==> src/include/dfcr_pkg.sv <==
// Constants and types shared by the oscillator control register bank.
package dfcr_pkg;

  localparam logic [7:0]  REG_FREQ_LOW   = 8'h00;
  localparam logic [7:0]  REG_FREQ_HIGH  = 8'h01;
  localparam logic [7:0]  REG_PULL_RANGE = 8'h02;

  localparam int          LOW_WORD_W     = 16;
  localparam int          HIGH_WORD_W    = 10;
  localparam int          FREQ_WORD_W    = 26;
  localparam int          PULL_RANGE_W   = 4;
  localparam int          HIGH_OE_BIT    = 10;

  localparam logic [15:0] LOW_RESET      = 16'h0000;
  localparam logic [9:0]  HIGH_RESET     = 10'h000;
  localparam logic [25:0] FREQ_RESET     = 26'h0000000;
  localparam logic        OE_RESET       = 1'b0;
  localparam logic [3:0]  BYTE_BITS      = 4'h8;

  typedef enum logic [3:0] {
    ST_IDLE,
    ST_ADDR,
    ST_ADDR_ACK,
    ST_PTR,
    ST_PTR_ACK,
    ST_WDATA,
    ST_WDATA_ACK,
    ST_RDATA,
    ST_RDATA_ACK
  } dfcr_state_e;

endpackage : dfcr_pkg

==> src/design/dfcr_regs.sv <==
// I2C target register bank steering a digitally pulled oscillator.
`timescale 1ns/1ns
`default_nettype none

module dfcr_regs
  import dfcr_pkg::*;
#(
  parameter logic [6:0] TARGET_ADDR = 7'h2a,
  parameter logic [3:0] PR_RESET    = 4'h0
)(
  input  wire logic               clk,
  input  wire logic               nrst,
  input  wire logic               scl_i,
  input  wire logic               sda_i,
  output logic                    sda_o,
  output logic                    sda_oe,
  input  wire logic               oe_sw_mode,
  input  wire logic               oe_pin,
  output logic                    out_enable,
  output logic signed [25:0]      freq_offset_word,
  output logic                    freq_commit,
  output logic [3:0]              pull_range_sel
);

  // Pin synchronisers; the third stage serves edge detection only.
  logic [2:0]  scl_sync_r;
  logic [2:0]  sda_sync_r;
  logic [1:0]  oe_sync_r;
  logic        scl_rise;
  logic        scl_fall;
  logic        start_cond;
  logic        stop_cond;
  logic        sda_s;

  always_ff @(posedge clk)
  begin
    if (!nrst)
    begin
      scl_sync_r <= 3'h7;
      sda_sync_r <= 3'h7;
      oe_sync_r  <= 2'h0;
    end
    else
    begin
      scl_sync_r <= {scl_sync_r[1:0], scl_i};
      sda_sync_r <= {sda_sync_r[1:0], sda_i};
      oe_sync_r  <= {oe_sync_r[0], oe_pin};
    end
  end

  assign sda_s      = sda_sync_r[1];
  assign scl_rise   = scl_sync_r[1] && !scl_sync_r[2];
  assign scl_fall   = !scl_sync_r[1] && scl_sync_r[2];
  assign start_cond = scl_sync_r[1] && scl_sync_r[2] && !sda_s && sda_sync_r[2];
  assign stop_cond  = scl_sync_r[1] && scl_sync_r[2] && sda_s && !sda_sync_r[2];

  // Register state.
  logic [15:0] low_r;
  logic [15:0] low_nxt;
  logic [9:0]  high_r;
  logic [9:0]  high_nxt;
  logic        oe_sw_r;
  logic        oe_sw_nxt;
  logic [3:0]  pr_r;
  logic [3:0]  pr_nxt;
  logic [25:0] word_r;
  logic [25:0] word_nxt;
  logic        commit_r;
  logic        commit_nxt;

  // Protocol state.
  dfcr_state_e state_r;
  dfcr_state_e state_nxt;
  logic [3:0]  cnt_r;
  logic [3:0]  cnt_nxt;
  logic [7:0]  shift_r;
  logic [7:0]  shift_nxt;
  logic [7:0]  tx_r;
  logic [7:0]  tx_nxt;
  logic [7:0]  ptr_r;
  logic [7:0]  ptr_nxt;
  logic        rw_r;
  logic        rw_nxt;
  logic        byte_hi_r;
  logic        byte_hi_nxt;
  logic [7:0]  hold_r;
  logic [7:0]  hold_nxt;
  logic        nack_r;
  logic        nack_nxt;
  logic        wr_fire;
  logic [15:0] wr_data;
  logic        wr_high;
  logic [15:0] rd_cur;
  logic [15:0] rd_inc;

  // Read view of a register; unmapped registers and unused bits return zero.
  function automatic logic [15:0] rd_word(input logic [7:0] p);
    logic [15:0] v;
    v = 16'h0000;
    unique case (p)
      REG_FREQ_LOW:   v = low_r;
      REG_FREQ_HIGH:  v = {5'h00, oe_sw_r, high_r};
      REG_PULL_RANGE: v = {12'h000, pr_r};
      default:        v = 16'h0000;
    endcase
    return v;
  endfunction : rd_word

  assign rd_cur = rd_word(ptr_r);
  assign rd_inc = rd_word(ptr_r + 8'h01);

  always_comb
  begin
    state_nxt   = state_r;
    cnt_nxt     = cnt_r;
    shift_nxt   = shift_r;
    tx_nxt      = tx_r;
    ptr_nxt     = ptr_r;
    rw_nxt      = rw_r;
    byte_hi_nxt = byte_hi_r;
    hold_nxt    = hold_r;
    nack_nxt    = nack_r;
    wr_fire     = 1'b0;
    wr_data     = 16'h0000;
    if (start_cond)
    begin
      state_nxt = ST_ADDR;
      cnt_nxt   = 4'h0;
    end
    else if (stop_cond)
    begin
      state_nxt = ST_IDLE;
    end
    else if (scl_rise)
    begin
      if (state_r == ST_ADDR || state_r == ST_PTR || state_r == ST_WDATA)
      begin
        shift_nxt = {shift_r[6:0], sda_s};
        cnt_nxt   = cnt_r + 4'h1;
      end
      else if (state_r == ST_RDATA)
      begin
        cnt_nxt = cnt_r + 4'h1;
      end
      else if (state_r == ST_RDATA_ACK)
      begin
        nack_nxt = sda_s;
      end
    end
    else if (scl_fall)
    begin
      unique case (state_r)
        ST_IDLE: ;
        ST_ADDR:
          if (cnt_r == BYTE_BITS)
          begin
            state_nxt = (shift_r[7:1] == TARGET_ADDR) ? ST_ADDR_ACK : ST_IDLE;
            rw_nxt    = shift_r[0];
          end
        ST_ADDR_ACK:
        begin
          cnt_nxt = 4'h0;
          if (rw_r)
          begin
            state_nxt   = ST_RDATA;
            byte_hi_nxt = 1'b1;
            tx_nxt      = rd_cur[15:8];
          end
          else
          begin
            state_nxt = ST_PTR;
          end
        end
        ST_PTR:
          if (cnt_r == BYTE_BITS)
          begin
            state_nxt   = ST_PTR_ACK;
            ptr_nxt     = shift_r;
            byte_hi_nxt = 1'b1;
          end
        ST_PTR_ACK, ST_WDATA_ACK:
        begin
          state_nxt = ST_WDATA;
          cnt_nxt   = 4'h0;
        end
        ST_WDATA:
          if (cnt_r == BYTE_BITS)
          begin
            state_nxt = ST_WDATA_ACK;
            if (byte_hi_r)
            begin
              hold_nxt    = shift_r;
              byte_hi_nxt = 1'b0;
            end
            else
            begin
              wr_fire     = 1'b1;
              wr_data     = {hold_r, shift_r};
              ptr_nxt     = ptr_r + 8'h01;
              byte_hi_nxt = 1'b1;
            end
          end
        ST_RDATA:
          if (cnt_r == BYTE_BITS)
            state_nxt = ST_RDATA_ACK;
          else
            tx_nxt = {tx_r[6:0], 1'b0};
        ST_RDATA_ACK:
          if (nack_r)
            state_nxt = ST_IDLE;
          else
          begin
            state_nxt = ST_RDATA;
            cnt_nxt   = 4'h0;
            if (byte_hi_r)
            begin
              byte_hi_nxt = 1'b0;
              tx_nxt      = rd_cur[7:0];
            end
            else
            begin
              byte_hi_nxt = 1'b1;
              ptr_nxt     = ptr_r + 8'h01;
              tx_nxt      = rd_inc[15:8];
            end
          end
      endcase
    end
  end

  always_ff @(posedge clk)
  begin
    if (!nrst)
    begin
      state_r   <= ST_IDLE;
      cnt_r     <= 4'h0;
      shift_r   <= 8'h00;
      tx_r      <= 8'h00;
      ptr_r     <= 8'h00;
      rw_r      <= 1'b0;
      byte_hi_r <= 1'b1;
      hold_r    <= 8'h00;
      nack_r    <= 1'b0;
    end
    else
    begin
      state_r   <= state_nxt;
      cnt_r     <= cnt_nxt;
      shift_r   <= shift_nxt;
      tx_r      <= tx_nxt;
      ptr_r     <= ptr_nxt;
      rw_r      <= rw_nxt;
      byte_hi_r <= byte_hi_nxt;
      hold_r    <= hold_nxt;
      nack_r    <= nack_nxt;
    end
  end

  assign wr_high = wr_fire && (ptr_r == REG_FREQ_HIGH);

  always_comb
  begin
    low_nxt    = low_r;
    high_nxt   = high_r;
    oe_sw_nxt  = oe_sw_r;
    pr_nxt     = pr_r;
    word_nxt   = word_r;
    commit_nxt = 1'b0;
    if (wr_fire && ptr_r == REG_FREQ_LOW)
      low_nxt = wr_data;
    if (wr_high)
    begin
      high_nxt   = wr_data[HIGH_WORD_W-1:0];
      word_nxt   = {wr_data[HIGH_WORD_W-1:0], low_r};
      commit_nxt = 1'b1;
      if (oe_sw_mode)
        oe_sw_nxt = wr_data[HIGH_OE_BIT];
    end
    if (wr_fire && ptr_r == REG_PULL_RANGE)
      pr_nxt = wr_data[PULL_RANGE_W-1:0];
  end

  always_ff @(posedge clk)
  begin
    if (!nrst)
    begin
      low_r    <= LOW_RESET;
      high_r   <= HIGH_RESET;
      oe_sw_r  <= OE_RESET;
      pr_r     <= PR_RESET;
      word_r   <= FREQ_RESET;
      commit_r <= 1'b0;
    end
    else
    begin
      low_r    <= low_nxt;
      high_r   <= high_nxt;
      oe_sw_r  <= oe_sw_nxt;
      pr_r     <= pr_nxt;
      word_r   <= word_nxt;
      commit_r <= commit_nxt;
    end
  end

  assign sda_o            = 1'b0;
  assign sda_oe           = (state_r == ST_ADDR_ACK) ||
                            (state_r == ST_PTR_ACK) ||
                            (state_r == ST_WDATA_ACK) ||
                            (state_r == ST_RDATA && !tx_r[7]);
  assign out_enable       = oe_sw_mode ? oe_sw_r : oe_sync_r[1];
  assign freq_offset_word = $signed(word_r);
  assign freq_commit      = commit_r;
  assign pull_range_sel   = pr_r;
endmodule : dfcr_regs

`default_nettype wire

==> config.mk <==
export PLATFORM = sky130hd
export DESIGN_NAME = dfcr_regs
export DESIGN_NICKNAME = d
export VERILOG_FILES = /design/src/include/dfcr_pkg.sv /design/src/design/dfcr_regs.sv
export SDC_FILE = /design/constraint.sdc
export NUM_CORES = 1
export LEC_CHECK = 0
export ABC_AREA = 1
export BUFFER_PORTS_ARGS = -buffer_cell sky130_fd_sc_hd__clkbuf_2
export CAP_MARGIN = 5
export CELL_PAD_IN_SITES_DETAIL_PLACEMENT = 0
export CELL_PAD_IN_SITES_GLOBAL_PLACEMENT = 2
export CORE_MARGIN = 5
export CORE_UTILIZATION = 35
export CTS_BUF_LIST = sky130_fd_sc_hd__clkbuf_4 sky130_fd_sc_hd__clkbuf_8
export DETAILED_ROUTE_END_ITERATION = 6
export PLACE_DENSITY = 0.92
export SLEW_MARGIN = 10
export SYNTH_ARGS = -nofsm -noshare
export SYNTH_HDL_FRONTEND = slang
export SYNTH_SLANG_ARGS = --single-unit
==> constraint.sdc <==
create_clock -name clk -period 2 [get_ports clk]
set_input_delay 0.2 -clock clk [delete_from_list [all_inputs] [get_ports clk]]
set_output_delay 0.2 -clock clk [all_outputs]
set_load 0.01 [all_outputs]
## After elaboration in Yosys (flattened, before gate mapping)

Cells that the tools add are included.

- Add/sub/neg operators: 2
- Equality and inequality tests: 28
- Muxes and demuxes: 51
- Bitwise logic cells: 6
- Reduce and logical (&&, ||, !) cells: 46

Operators with widths:

| cell | count |
|---|---|
| $mux 16 | 7 |
| $pmux 16 s3 | 2 |
| $mux 8 | 8 |
| $pmux 8 s3 | 2 |
| $mux 4 | 9 |
| $pmux 4 s7 | 1 |
| $reduce_and 7->1 | 3 |
| $mux 1 | 17 |
| $eq 4x3->1 const B | 4 |
| $eq 8x1->1 const B | 2 |
| $eq 8x2->1 const B | 2 |
| $logic_not 8->1 | 2 |
| $reduce_and 8->1 | 2 |
| $ne 4x3->1 const B | 3 |
| $reduce_and 6->1 | 2 |
| $reduce_bool 3->1 | 4 |
| $logic_and 1x1->1 | 11 |
| $reduce_and 9->1 | 1 |
| $reduce_bool 9->1 | 1 |
| $add 8x1->8 const B | 1 |
| $eq 4x2->1 const B | 2 |
| $eq 4x4->1 const B | 2 |
| $ne 2x2->1 const B | 4 |
| $pmux 4 s2 | 1 |
| 21 further kinds | 40 |

- Register bits after elaboration: 109
- Input port bits: 6
- Output and inout port bits: 34
- Word-level logic and storage cells: 152

## Longest topological paths before layout

Gate-level depths: netlist (run 1).

- Word-level depth: 9
- Gate-level depth with buffers: 12
- Depth with buffers taken out: 12

## Least setup slack after synthesis (run 1)

OpenSTA, ideal clock, no wires.

- Path type: register to register
- Start: register ptr_r[0]
- End: register tx_r[7]
- Library setup time: 0.070 ns
- Arrival time: 1.645 ns
- Data required time: 1.930 ns
- Slack: 0.285 ns
- Stages on the path, launching flop included: 10
- Path buffers: 0
- Clock period less this slack: 1.715 ns
- Path through: dfxtp_1 -> ha_1 -> nand3_1 -> o21bai_1 -> nand2_1 -> nor2_1 -> nand3_1 -> nor2_1 -> o21bai_1 -> a21oi_1

- Cells in the longest elaborated chain, start to end: 6
- Elaborated cells between the ends (all ways): 13
- Those cells by class: add/sub: 1; eq/ne: 4; mux: 6; reduce/logical: 2

Ends and longest elaborated chain:

| item | line | text |
|---|---|---|
| start: declaration | dfcr_regs.sv:80 | `logic [7:0] ptr_r;` |
| start signal: assignment | dfcr_regs.sv:251 | `ptr_r <= ptr_nxt;` |
| $add 8x1->8 | dfcr_regs.sv:110 | `assign rd_inc = rd_word(ptr_r + 8'h01);` |
| $eq 8x2->1 (tied with other cells) | dfcr_regs.sv:100 | `unique case (p)` |
| $pmux 16 s3 | dfcr_regs.sv:100 |  |
| $mux 8 | dfcr_regs.sv:215 | `if (byte_hi_r)` |
| $mux 8 | dfcr_regs.sv:209 | `if (nack_r)` |
| $pmux 8 s3 * | dfcr_regs.sv:152 | `unique case (state_r)` |
| end signal: assignment | dfcr_regs.sv:250 | `tx_r <= tx_nxt;` |
| end: declaration | dfcr_regs.sv:78 | `logic [7:0] tx_r;` |

Mark *: on every way between the ends. The rest lies on a longest branch, timed or not. The select of a mux whose other input is x is not followed.
A chain may end at the register's enable or synchronous reset.

## Worst setup path after layout (run 1)

- Start: register state_r[0]
- End: register high_r[3]

- Cells in the longest elaborated chain, start to end: 7
- Elaborated cells between the ends (all ways): 12
- Those cells by class: eq/ne: 1; mux: 10; reduce/logical: 1

Ends and longest elaborated chain:

| item | line | text |
|---|---|---|
| start: declaration | dfcr_regs.sv:72 | `dfcr_state_e state_r;` |
| start signal: assignment | dfcr_regs.sv:247 | `state_r <= state_nxt;` |
| $eq 4x3->1 * | dfcr_regs.sv:152 |  |
| $mux 1 | dfcr_regs.sv:152 |  |
| $mux 1 | dfcr_regs.sv:150 | `else if (scl_fall)` |
| $mux 1 | dfcr_regs.sv:134 | `else if (scl_rise)` |
| $mux 1 | dfcr_regs.sv:130 | `else if (stop_cond)` |
| $mux 1 | dfcr_regs.sv:125 | `if (start_cond)` |
| $logic_and 1x1->1 | dfcr_regs.sv:259 | `assign wr_high = wr_fire && (ptr_r == REG_FREQ_HIGH);` |
| end signal: assignment | dfcr_regs.sv:297 | `high_r <= high_nxt;` |
| end: declaration | dfcr_regs.sv:60 | `logic [9:0] high_r;` |

Mark *: on every way between the ends. The rest lies on a longest branch, timed or not.

==> results of run 1 <==
-- sequential cells by signal, indices dropped and copies added (netlist names) --
signal / count
shift_r: 8
ptr_r: 8
freq_offset_word: 16
tx_r: 8
nack_r: 1
oe_sw_r: 1
rw_r: 1
scl_sync_r: 3
hold_r: 8
low_r: 16
oe_sync_r: 2
freq_commit: 1
byte_hi_r: 1
high_r: 10
sda_sync_r: 3
pull_range_sel: 4
cnt_r: 4
state_r: 4
-- Yosys cell counts, types with 2 or more instances --
library cell	n
o22ai_1	2
buf_4	6
nand3_1	32
nand4_1	11
xor2_1	3
o21bai_1	5
ha_1	11
nand2_2	2
inv_2	7
buf_2	5
o21ai_1	3
a211oi_1	22
nand2_1	74
nor2_1	88
o21ai_0	89
a21oi_1	70
or2_2	4
or2_1	2
dfxtp_1	99
nor3_2	3
clkbuf_1	13
clkinv_1	2
nor2_2	6
nor3_1	3
inv_1	74
-- layer usage --
metal	track usage, %	wire length (um)
met1	22.2	6090
met2	29.2	6430
met3	3.98	681
met4	4.08	110
met5	0	0
-- worst register-to-register path, cell delays in order, from the launching register on --
cell	delay, ns
dfxtp_1	0.43
inv_2	0.13
nor3_4	0.31
nand4_1	0.13
buf_4	0.17
nor2_4	0.16
buf_4	0.15
clkbuf_16	0.18
a21oi_1	0.09
-- stage by stage --
| step | setup WS, ns | cell area, um2 | utilization [%] | std cells |
|---|---|---|---|---|
| after CTS | 0.0492 | 5420 | 41.1 | 882 |
| after floorplan | 0.285 | 4680 | - | 647 |
| after global routing | 0.0120 | 5520 | 41.8 | 885 |
| after global placement | 0.113 | 5190 | 39.4 | 863 |
| after detailed placement | 0.0763 | 5190 | 39.4 | 863 |
| final | 0.130 | 5520 | 41.8 | 885 |
-- kinds of logic after synthesis --
group           after synthesis  share of synthesized area [%]
flops                        99                           42.3
other cells                   1                         0.0801
simple gates                231                           22.3
buf+inv                     109                           9.56
compound gates              193                           22.3
fa+ha+maj                    11                           2.94
xor+xnor                      3                          0.561
-- power by group --
part / internal (mW) / total, mW / leakage (nW) / switching, mW
sequential: 1.98 / 1.99 / 0.800 / 0.00935
clock: 0.603 / 1.35 / 0.0969 / 0.745
combinational: 0.0450 / 0.140 / 1.41 / 0.0952
total: 2.63 / 3.48 / 2.30 / 0.850
-- how the worst max path moves through the flow --
stage                        startpoint                           endpoint  slack [ns]  cells past startpoint
2_1_floorplan     ptr_r[0]$_SDFFE_PN0P_               tx_r[7]$_SDFFE_PN0P_        0.28                      9
5_1_grt         state_r[0]$_SDFFE_PN0P_             high_r[9]$_SDFFE_PN0N_        0.01                      8
3_3_place_gp   scl_sync_r[2]$_SDFF_PN1_  freq_offset_word[12]$_SDFFE_PN0N_        0.11                     10
4_1_cts        scl_sync_r[2]$_SDFF_PN1_  freq_offset_word[14]$_SDFFE_PN0N_        0.05                     10
6_report        state_r[0]$_SDFFE_PN0P_             high_r[3]$_SDFFE_PN0N_        0.13                      8
3_5_place_dp   scl_sync_r[2]$_SDFF_PN1_  freq_offset_word[14]$_SDFFE_PN0N_        0.08                     10
-- timing repair --
action,4_1_cts,5_1_grt
setup buffers,0,2
hold buffers,3,0
gates resized for setup,0,16
setup endpoints to repair,0,54
hold endpoints to repair,3,0
-- cell type report --
type                            count  area [um2]  area share, %
Inverter                           84         318           5.76
Multi-Input combinational cell    439        2300           41.7
Timing Repair Buffer               71         488           8.84
Sequential cell                    99        1990           36.0
Clock buffer                       10         131           2.38
Clock inverter                      6        71.3           1.29
Tap cell                          176         220           3.99
==> results.json, run 1 <==
{
  "grt_max_degree": 49,
  "vias": 4447,
  "status": "finished, final reports clean",
  "std_cell_rows": 42,
  "crit_fanout": 24,
  "nets": 721,
  "wl_per_cell_um": 15.0,
  "critPathArrivalTime_ns": 2.14,
  "fillerInstances": 1386,
  "r2r_slack_ns": 0.13,
  "layout-drive-gt1-share_pct": 16.8,
  "drt-initial-drc-count": 330,
  "dieArea_mm2": 0.0158,
  "yosysTopAreaCell": "dfxtp_1",
  "clock.fmax_mhz": 535,
  "first_pass_iters": 5,
  "yosysWarnings": 0,
  "drv_slew": 0,
  "worstHoldStart": "oe_sw_mode",
  "finalClockSkew_ns": 0.0178,
  "numCtsBuffers": 9,
  "syn_area_mm2": 0.00468,
  "initial_core_util_pct": 35.5,
  "grt_usage_pct": 17.2,
  "end_kind": "flip-flop",
  "powerDensity_mw_per_mm2": 631,
  "dpl.hpwl_um": 9690,
  "netlist-cell-type-count": 36,
  "hold_viol_final": 0,
  "crit_top_cell": "buf_4",
  "async_flop_share_pct": 0,
  "antenna_found_initial": 0,
  "core_area_mm2": 0.0132,
  "cts_tree": "yes",
  "start_kind": "flip-flop",
  "die_h_um": 126,
  "synth.area.top_cells": "dfxtp_1, o21ai_0, a21oi_1, nor2_1, inv_1",
  "crit_slowest_cell": "dfxtp_1",
  "synth-seq-area-share_pct": 42.3,
  "clk_pin_slew_ns": 0.10,
  "grt-ovfl-total": 0,
  "io_pins": 40,
  "gp_congestion": 0.827,
  "clk_root_buffer_cell": "clkbuf_8",
  "port_buffers": 38,
  "grt_pass1_vias": 4242,
  "yosysTopAreaCellShare_pct": 42.3,
  "worstReg2RegStart": "state_r[0]$_SDFFE_PN0P_",
  "maxCapViolations": 0,
  "die_w_um": 126,
  "drt_drc_violations_left": 0,
  "path_cells": "inv_2, nor3_4, nand4_1, buf_4, nor2_4, buf_4, clkbuf_16, a21oi_1",
  "synth-seq-cells": 99,
  "worst_r2r_endpoint": "high_r[3]$_SDFFE_PN0N_",
  "syn_area_per_cell_um2": 7.24,
  "fin_hold_ws_ns": 0.200,
  "period_minus_slack_ns": 1.87,
  "slowest_delay_ns": 0.43,
  "hold_path_depth": 4,
  "final_antenna_net_count": 0,
  "hp-class": "in -> reg",
  "routed_wl_um": 13300,
  "grt_pass1_wl_um": 21900,
  "power.leakage_nw": 2.30,
  "viasPerCell": 5.02,
  "p_total_mw": 3.48,
  "layout_commonest_cell": "dfxtp_1",
  "crit_type": "reg -> reg",
  "reg2reg_depth": 8,
  "crit_family": "buffers and inverters",
  "min_to": "oe_sw_r$_SDFFE_PN0P_",
  "setup_viol": 0,
  "clock_sinks": 99,
  "synth_fp_nets": 664,
  "synth-main-ff-cell": "dfxtp_1",
  "rsz0062_at_grt": "no",
  "fin_crit_sh_pct": 93.5,
  "final_cell_mix": "dfxtp_1, o21ai_0, nor2_1, inv_1, nand2_1",
  "finalSetupTns_ns": 0,
  "cts_max_level": 3,
  "peakVddDrop_mv": 0.506,
  "clockBufferDepth": 2,
  "syn_inst": 647,
  "insertion_delay_ns": 0.39,
  "antenna_cells": 0,
  "areaGrowthSynthToFinish_pct": 17.8,
  "crit_required_ns": 2.27,
  "path_buf_inv": 4,
  "synth-edff-count": 0
}
No activity file was read; power rests on OpenSTA's default activity.
==> run 2, diff against run 1 <==
--- a/config.mk
+++ b/config.mk
@@ -11,10 +11,10 @@
 export CELL_PAD_IN_SITES_DETAIL_PLACEMENT = 0
 export CELL_PAD_IN_SITES_GLOBAL_PLACEMENT = 2
 export CORE_MARGIN = 5
-export CORE_UTILIZATION = 35
+export CORE_UTILIZATION = 38
 export CTS_BUF_LIST = sky130_fd_sc_hd__clkbuf_4 sky130_fd_sc_hd__clkbuf_8
 export DETAILED_ROUTE_END_ITERATION = 6
-export PLACE_DENSITY = 0.92
+export PLACE_DENSITY = 0.95
 export SLEW_MARGIN = 10
 export SYNTH_ARGS = -nofsm -noshare
 export SYNTH_HDL_FRONTEND = slang
==> constraint.sdc (replaced) <==
create_clock -name clk -period 2.3 [get_ports clk]
set_input_delay 0.23 -clock clk [delete_from_list [all_inputs] [get_ports clk]]
set_output_delay 0.23 -clock clk [all_outputs]
set_load 0.01 [all_outputs]
==> run 2 against run 1 <==
Effect of this change:
- critical path depth grew 2
- routed wire length down 3.6%
- non-clock buffer count decreased by 16
- clock power is 20% lower
- die area down 7.3%
- design area shrank 4.5%
- worst hold slack got worse by 0.18 ns
- via count shrank 1.2%
- sequential share of layout area is 1.6 points higher
- highest routed layer unchanged
==> results.json, run 2 (synthesis results as in run 1) <==
{
  "status": "finished, final reports clean",
  "drv_slew": 0,
  "r2r_slack_ns": 0.22,
  "insertion_delay_ns": 0.39,
  "core_area_mm2": 0.0121,
  "maxCapViolations": 0,
  "rsz0062_at_grt": "no",
  "start_kind": "flip-flop",
  "regArea_mm2": 0.00198,
  "final_antenna_net_count": 0,
  "viasPerCell": 5.10,
  "grt_pass1_vias": 4074,
  "die_w_um": 121,
  "grt_max_degree": 59,
  "finalSetupTns_ns": 0,
  "antenna_cells": 0,
  "clock.fmax_mhz": 480,
  "crit_type": "reg -> reg",
  "io_pins": 40,
  "grt-ovfl-total": 0,
  "slowest_delay_ns": 0.39,
  "period_minus_slack_ns": 2.08,
  "final_cell_mix": "dfxtp_1, o21ai_0, nor2_1, nand2_1, inv_1",
  "initial_core_util_pct": 38.8,
  "path_cells": "inv_1, ha_1, inv_2, nand2_1, nor2_1, nand4_1, nor2_2, buf_6, o21ai_0, a21oi_1",
  "worstMarginPinSlew_ns": 0.557,
  "gp_congestion": 0.883,
  "multi_input_area_mm2": 0.00226,
  "numCtsBuffers": 9,
  "port_buffers": 38,
  "hold_viol_final": 0,
  "clock_sinks": 99,
  "clk_root_buffer_cell": "clkbuf_8",
  "crit_slowest_cell": "dfxtp_1",
  "dpl.hpwl_um": 9430,
  "std_cell_rows": 40,
  "layout-drive-gt1-share_pct": 14.1,
  "first_pass_iters": 5,
  "wl_per_cell_um": 14.9,
  "end_kind": "flip-flop",
  "drt_drc_violations_left": 0,
  "vias": 4392,
  "crit_required_ns": 2.62,
  "relSlewSlack_pct": 62.9,
  "areaGrowthSynthToFinish_pct": 12.6,
  "path_buf_inv": 3,
  "grt_pass1_wl_um": 20700,
  "antenna_found_initial": 0,
  "cts_max_level": 3,
  "fin_hold_ws_ns": 0.0230,
  "fillerInstances": 1251,
  "hp-class": "in -> reg",
  "peakVddDrop_mv": 0.267,
  "clockBufferDepth": 2,
  "critPathArrivalTime_ns": 2.41,
  "fin_crit_sh_pct": 90.6,
  "power.leakage_nw": 2.20,
  "setup_viol": 0,
  "finalClockSkew_ns": 0.0145,
  "clk_pin_slew_ns": 0.10,
  "routed_wl_um": 12800,
  "grt_usage_pct": 18.0,
  "dieArea_mm2": 0.0146,
  "cts_tree": "yes",
  "powerDensity_mw_per_mm2": 555,
  "nets": 705,
  "crit_fanout": 28,
  "layout_commonest_cell": "dfxtp_1",
  "drt-initial-drc-count": 348,
  "crit_family": "simple AND/OR/NAND/NOR gates",
  "die_h_um": 121
}
## run 2: what timing repair did
| action | 4_1_cts | 5_1_grt |
|---|---|---|
| resized for setup | 0 | 2 |
| endpoints found under the setup margin | 0 | 10 |
| hold buffers | 0 | 0 |
| hold endpoints to repair | 0 | 0 |
| setup buffers | 0 | 0 |
## run 2: per-layer routing
metal / vias up / global-route usage (%) / wire length (um)
met2: 98 / 29.5 / 6010
met4: 0 / 6.59 / 224
met5: - / 0 / 0
met1: 2051 / 23.8 / 6130
li1: 2226 / - / -
met3: 17 / 3.03 / 469
## run 2: where the power goes
part / total [mW] / internal, mW / switching (mW) / leakage [nW]
clock network: 1.08 / 0.408 / 0.674 / 0.0881
registers: 1.73 / 1.72 / 0.00792 / 0.799
logic: 0.112 / 0.0326 / 0.0797 / 1.31
total: 2.93 / 2.16 / 0.761 / 2.20
## run 2: worst paths after layout
kind | end | from | cells past startpoint
worst max register to register | freq_offset_word[3]$_SDFFE_PN0N_ | scl_sync_r[2]$_SDFF_PN1_ | 10
worst max-delay path | freq_offset_word[3]$_SDFFE_PN0N_ | scl_sync_r[2]$_SDFF_PN1_ | 10
worst min-delay path | scl_sync_r[0]$_SDFF_PN1_ | scl_i | 2
worst min register to register | oe_sync_r[1]$_SDFF_PN0_ | oe_sync_r[0]$_SDFF_PN0_ | 2
## run 2: worst register-to-register path, stage by stage, from the launching register on
cell and delay, ns:
dfxtp_1 0.39, inv_1 0.06, ha_1 0.23, inv_2 0.12, nand2_1 0.09, nor2_1 0.15
nand4_1 0.17, nor2_2 0.28, buf_6 0.25, o21ai_0 0.12, a21oi_1 0.15
## run 2: final cells by class
cell class	count	area share, %
multi-input cells	439	42.8
clock buffers	9	2.35
repair buffers	55	6.10
inverters	84	6.03
well taps	168	3.99
clock inverters	7	1.09
flip-flops and latches	99	37.6
## run 2: metrics by stage
stage	utilization [%]	cells	worst slack, ns	cell area, um2	total power [mW]
after floorplan	-	647	0.585	4680	1.85
after global placement	42.1	845	0.251	5080	1.88
after detailed placement	42.1	845	0.215	5080	1.88
after CTS	43.6	861	0.176	5260	2.95
after global routing	43.7	861	0.0120	5270	3.05
final	43.7	861	0.215	5270	2.93
==> run 3, diff against run 2 <==
==> constraint.sdc (replaced) <==
create_clock -name clk -period 2.3 [get_ports clk]
set_input_delay 0.115 -clock clk [delete_from_list [all_inputs] [get_ports clk]]
set_output_delay 0.115 -clock clk [all_outputs]
set_load 0.01 [all_outputs]
==> run 3 against run 2 <==
Effect of this change:
- fmax fell by 0.55%
- clock skew down 0.00077 ns
- clock-buffer cell count is the same
- first-iteration DRC count shrank 12%
- die area unchanged
- via count down 0.82%
- sequential power is essentially flat
- critical path depth did not move
- combinational power increased by 4%
==> results.json, run 3 (synthesis results as in run 1) <==
{
  "status": "finished, final reports clean",
  "period_minus_slack_ns": 2.10,
  "routed_wl_um": 12700,
  "powerDensity_mw_per_mm2": 587,
  "gp_congestion": 0.889,
  "grt_max_degree": 59,
  "cp-startpoint": "scl_sync_r[2]$_SDFF_PN1_",
  "post_cts_resized": 0,
  "crit_type": "reg -> reg",
  "hold_viol_final": 0,
  "worst_r2r_endpoint": "high_r[1]$_SDFFE_PN0N_",
  "drt_drc_violations_left": 0,
  "switchingPower_mw": 0.749,
  "numCtsBuffers": 9,
  "grt_usage_pct": 18.1,
  "power_frac_comb_pct": 3.7,
  "nets": 709,
  "wl_per_cell_um": 14.7,
  "cts_max_level": 3,
  "initial_core_util_pct": 38.8,
  "grt-ovfl-total": 0,
  "insertion_delay_ns": 0.39,
  "viasPerCell": 5.04,
  "drv_slew": 0,
  "setup_viol": 0,
  "power_frac_seq_pct": 55.1,
  "clockBufferDepth": 2,
  "finalClockSkew_ns": 0.0138,
  "grt_pass1_wl_um": 21100,
  "io_pins": 40,
  "pwr-share-clk_pct": 41.1,
  "worstMarginPinSlew_ns": 0.656,
  "cts_tree": "yes",
  "fin_crit_sh_pct": 91.2,
  "p_int_mw": 2.39,
  "r2r_slack_ns": 0.20,
  "antenna_found_initial": 0,
  "dieArea_mm2": 0.0146,
  "core_area_mm2": 0.0121,
  "clock_sinks": 99,
  "crit_fanout": 28,
  "final_cell_mix": "dfxtp_1, o21ai_0, nor2_1, nand2_1, inv_1",
  "die_w_um": 121,
  "post_cts_buffers": 0,
  "worstReg2RegStart": "scl_sync_r[2]$_SDFF_PN1_",
  "crit_required_ns": 2.63,
  "placed_cells": 845,
  "clock.fmax_mhz": 477,
  "die_h_um": 121,
  "areaGrowthSynthToFinish_pct": 14.2,
  "std_cell_rows": 40,
  "peakVddDrop_mv": 0.375,
  "vias": 4356,
  "fillerInstances": 1282,
  "reg2reg_depth": 10,
  "start_kind": "flip-flop",
  "first_pass_iters": 4,
  "layout-drive-gt1-share_pct": 14.1,
  "hp-class": "in -> reg",
  "port_buffers": 38,
  "layout_commonest_cell": "dfxtp_1",
  "final_antenna_net_count": 0,
  "switching_share_pct": 23.9,
  "drt-initial-drc-count": 307,
  "critPathArrivalTime_ns": 2.42,
  "grt_pass1_vias": 4131,
  "rsz0062_at_grt": "no",
  "antenna_cells": 0,
  "maxCapViolations": 0,
  "power.leakage_nw": 2.24,
  "end_kind": "flip-flop",
  "finalSetupTns_ns": 0,
  "crit_end": "high_r[1]$_SDFFE_PN0N_",
  "dpl.hpwl_um": 9400,
  "clk_root_buffer_cell": "clkbuf_8",
  "stdcell_count": 865,
  "relSlewSlack_pct": 55.9,
  "clk_pin_slew_ns": 0.11
}
==> run 3: changes by cell type in the layout (fill, tap and decap cells not counted) <==
cell	previous run	this run
dlygate4sd3_1	0	4
bufinv_16	0	2
buf_4	16	17
buf_6	1	0
clkinv_2	1	0
clkinvlp_4	2	1
nand2_2	1	2
nand2_4	2	1
==> run 3: worst max-delay path, cell delays in order (launching register included) <==
cell and delay, ns:
dfxtp_1 0.39, inv_1 0.06, ha_1 0.24, inv_2 0.13, nand2_1 0.08, nor2_1 0.16, nand4_1 0.17, nor2_2 0.24
buf_4 0.31, o21ai_0 0.11, a21oi_1 0.15
==> run 3: power groups by stage <==
| stage | Clock, mW | Combinational, mW | Sequential (mW) |
|---|---|---|---|
| 6_report | 1.29 | 0.117 | 1.73 |
| 5_1_grt | 1.41 | 0.133 | 1.73 |
| 4_1_cts | 1.33 | 0.117 | 1.73 |
| 3_3_place_gp | 0 | 0.111 | 1.77 |
| 3_5_place_dp | 0 | 0.112 | 1.77 |
| 2_1_floorplan | 0 | 0.0799 | 1.77 |
==> run 3: through the flow <==
step                util [%]  hold slack [ns]  setup WS (ns)  instance area [um2]  power (mW)
CTS                     44.4           0.0521          0.181                 5350        3.18
global route            44.4            0.113        0.00174                 5350        3.27
floorplan                  -            0.213          0.585                 4680        1.85
finish                  44.4           0.0647          0.204                 5350        3.14
global placement        42.1            0.302          0.261                 5080        1.88
detailed placement      42.1            0.305          0.196                 5080        1.88
==> run 3: worst min path at each step <==
stage,start,to,slack (ns),depth (start not counted)
after floorplan,oe_pin,oe_sync_r[0]$_SDFF_PN0_,0.21,2
after global placement,scl_i,scl_sync_r[0]$_SDFF_PN1_,0.30,2
after global routing,oe_sw_mode,oe_sw_r$_SDFFE_PN0P_,0.11,4
after CTS,oe_sw_mode,oe_sw_r$_SDFFE_PN0P_,0.05,4
after detailed placement,scl_i,scl_sync_r[0]$_SDFF_PN1_,0.31,2
final,oe_sw_mode,oe_sw_r$_SDFFE_PN0P_,0.06,4
==> run 3: timing repair <==
action | in CTS | in global routing
hold endpoints to repair | 5 | 0
setup endpoints to repair | 0 | 0
hold buffers | 4 | 0
==> run 3: area by class of cell <==
class | count | area [um2] | share of cell area [%]
clock buffers | 9 | 124 | 2.32
clock inverters | 7 | 105 | 1.96
inverters | 84 | 318 | 5.94
multi-input cells | 439 | 2250 | 42.1
flip-flops and latches | 99 | 1980 | 37.0
well taps | 168 | 210 | 3.93
repair buffers | 59 | 358 | 6.69
==> run 3: layer usage <==
layer  global-route usage [%]  vias up  part of all wire [%]
met2                     29.9       91                    47
met3                     4.62       12                   4.9
met1                     23.4     2020                    46
met4                     5.03        0                   1.5
li1                         -     2233                     -
met5                        0        -                     0
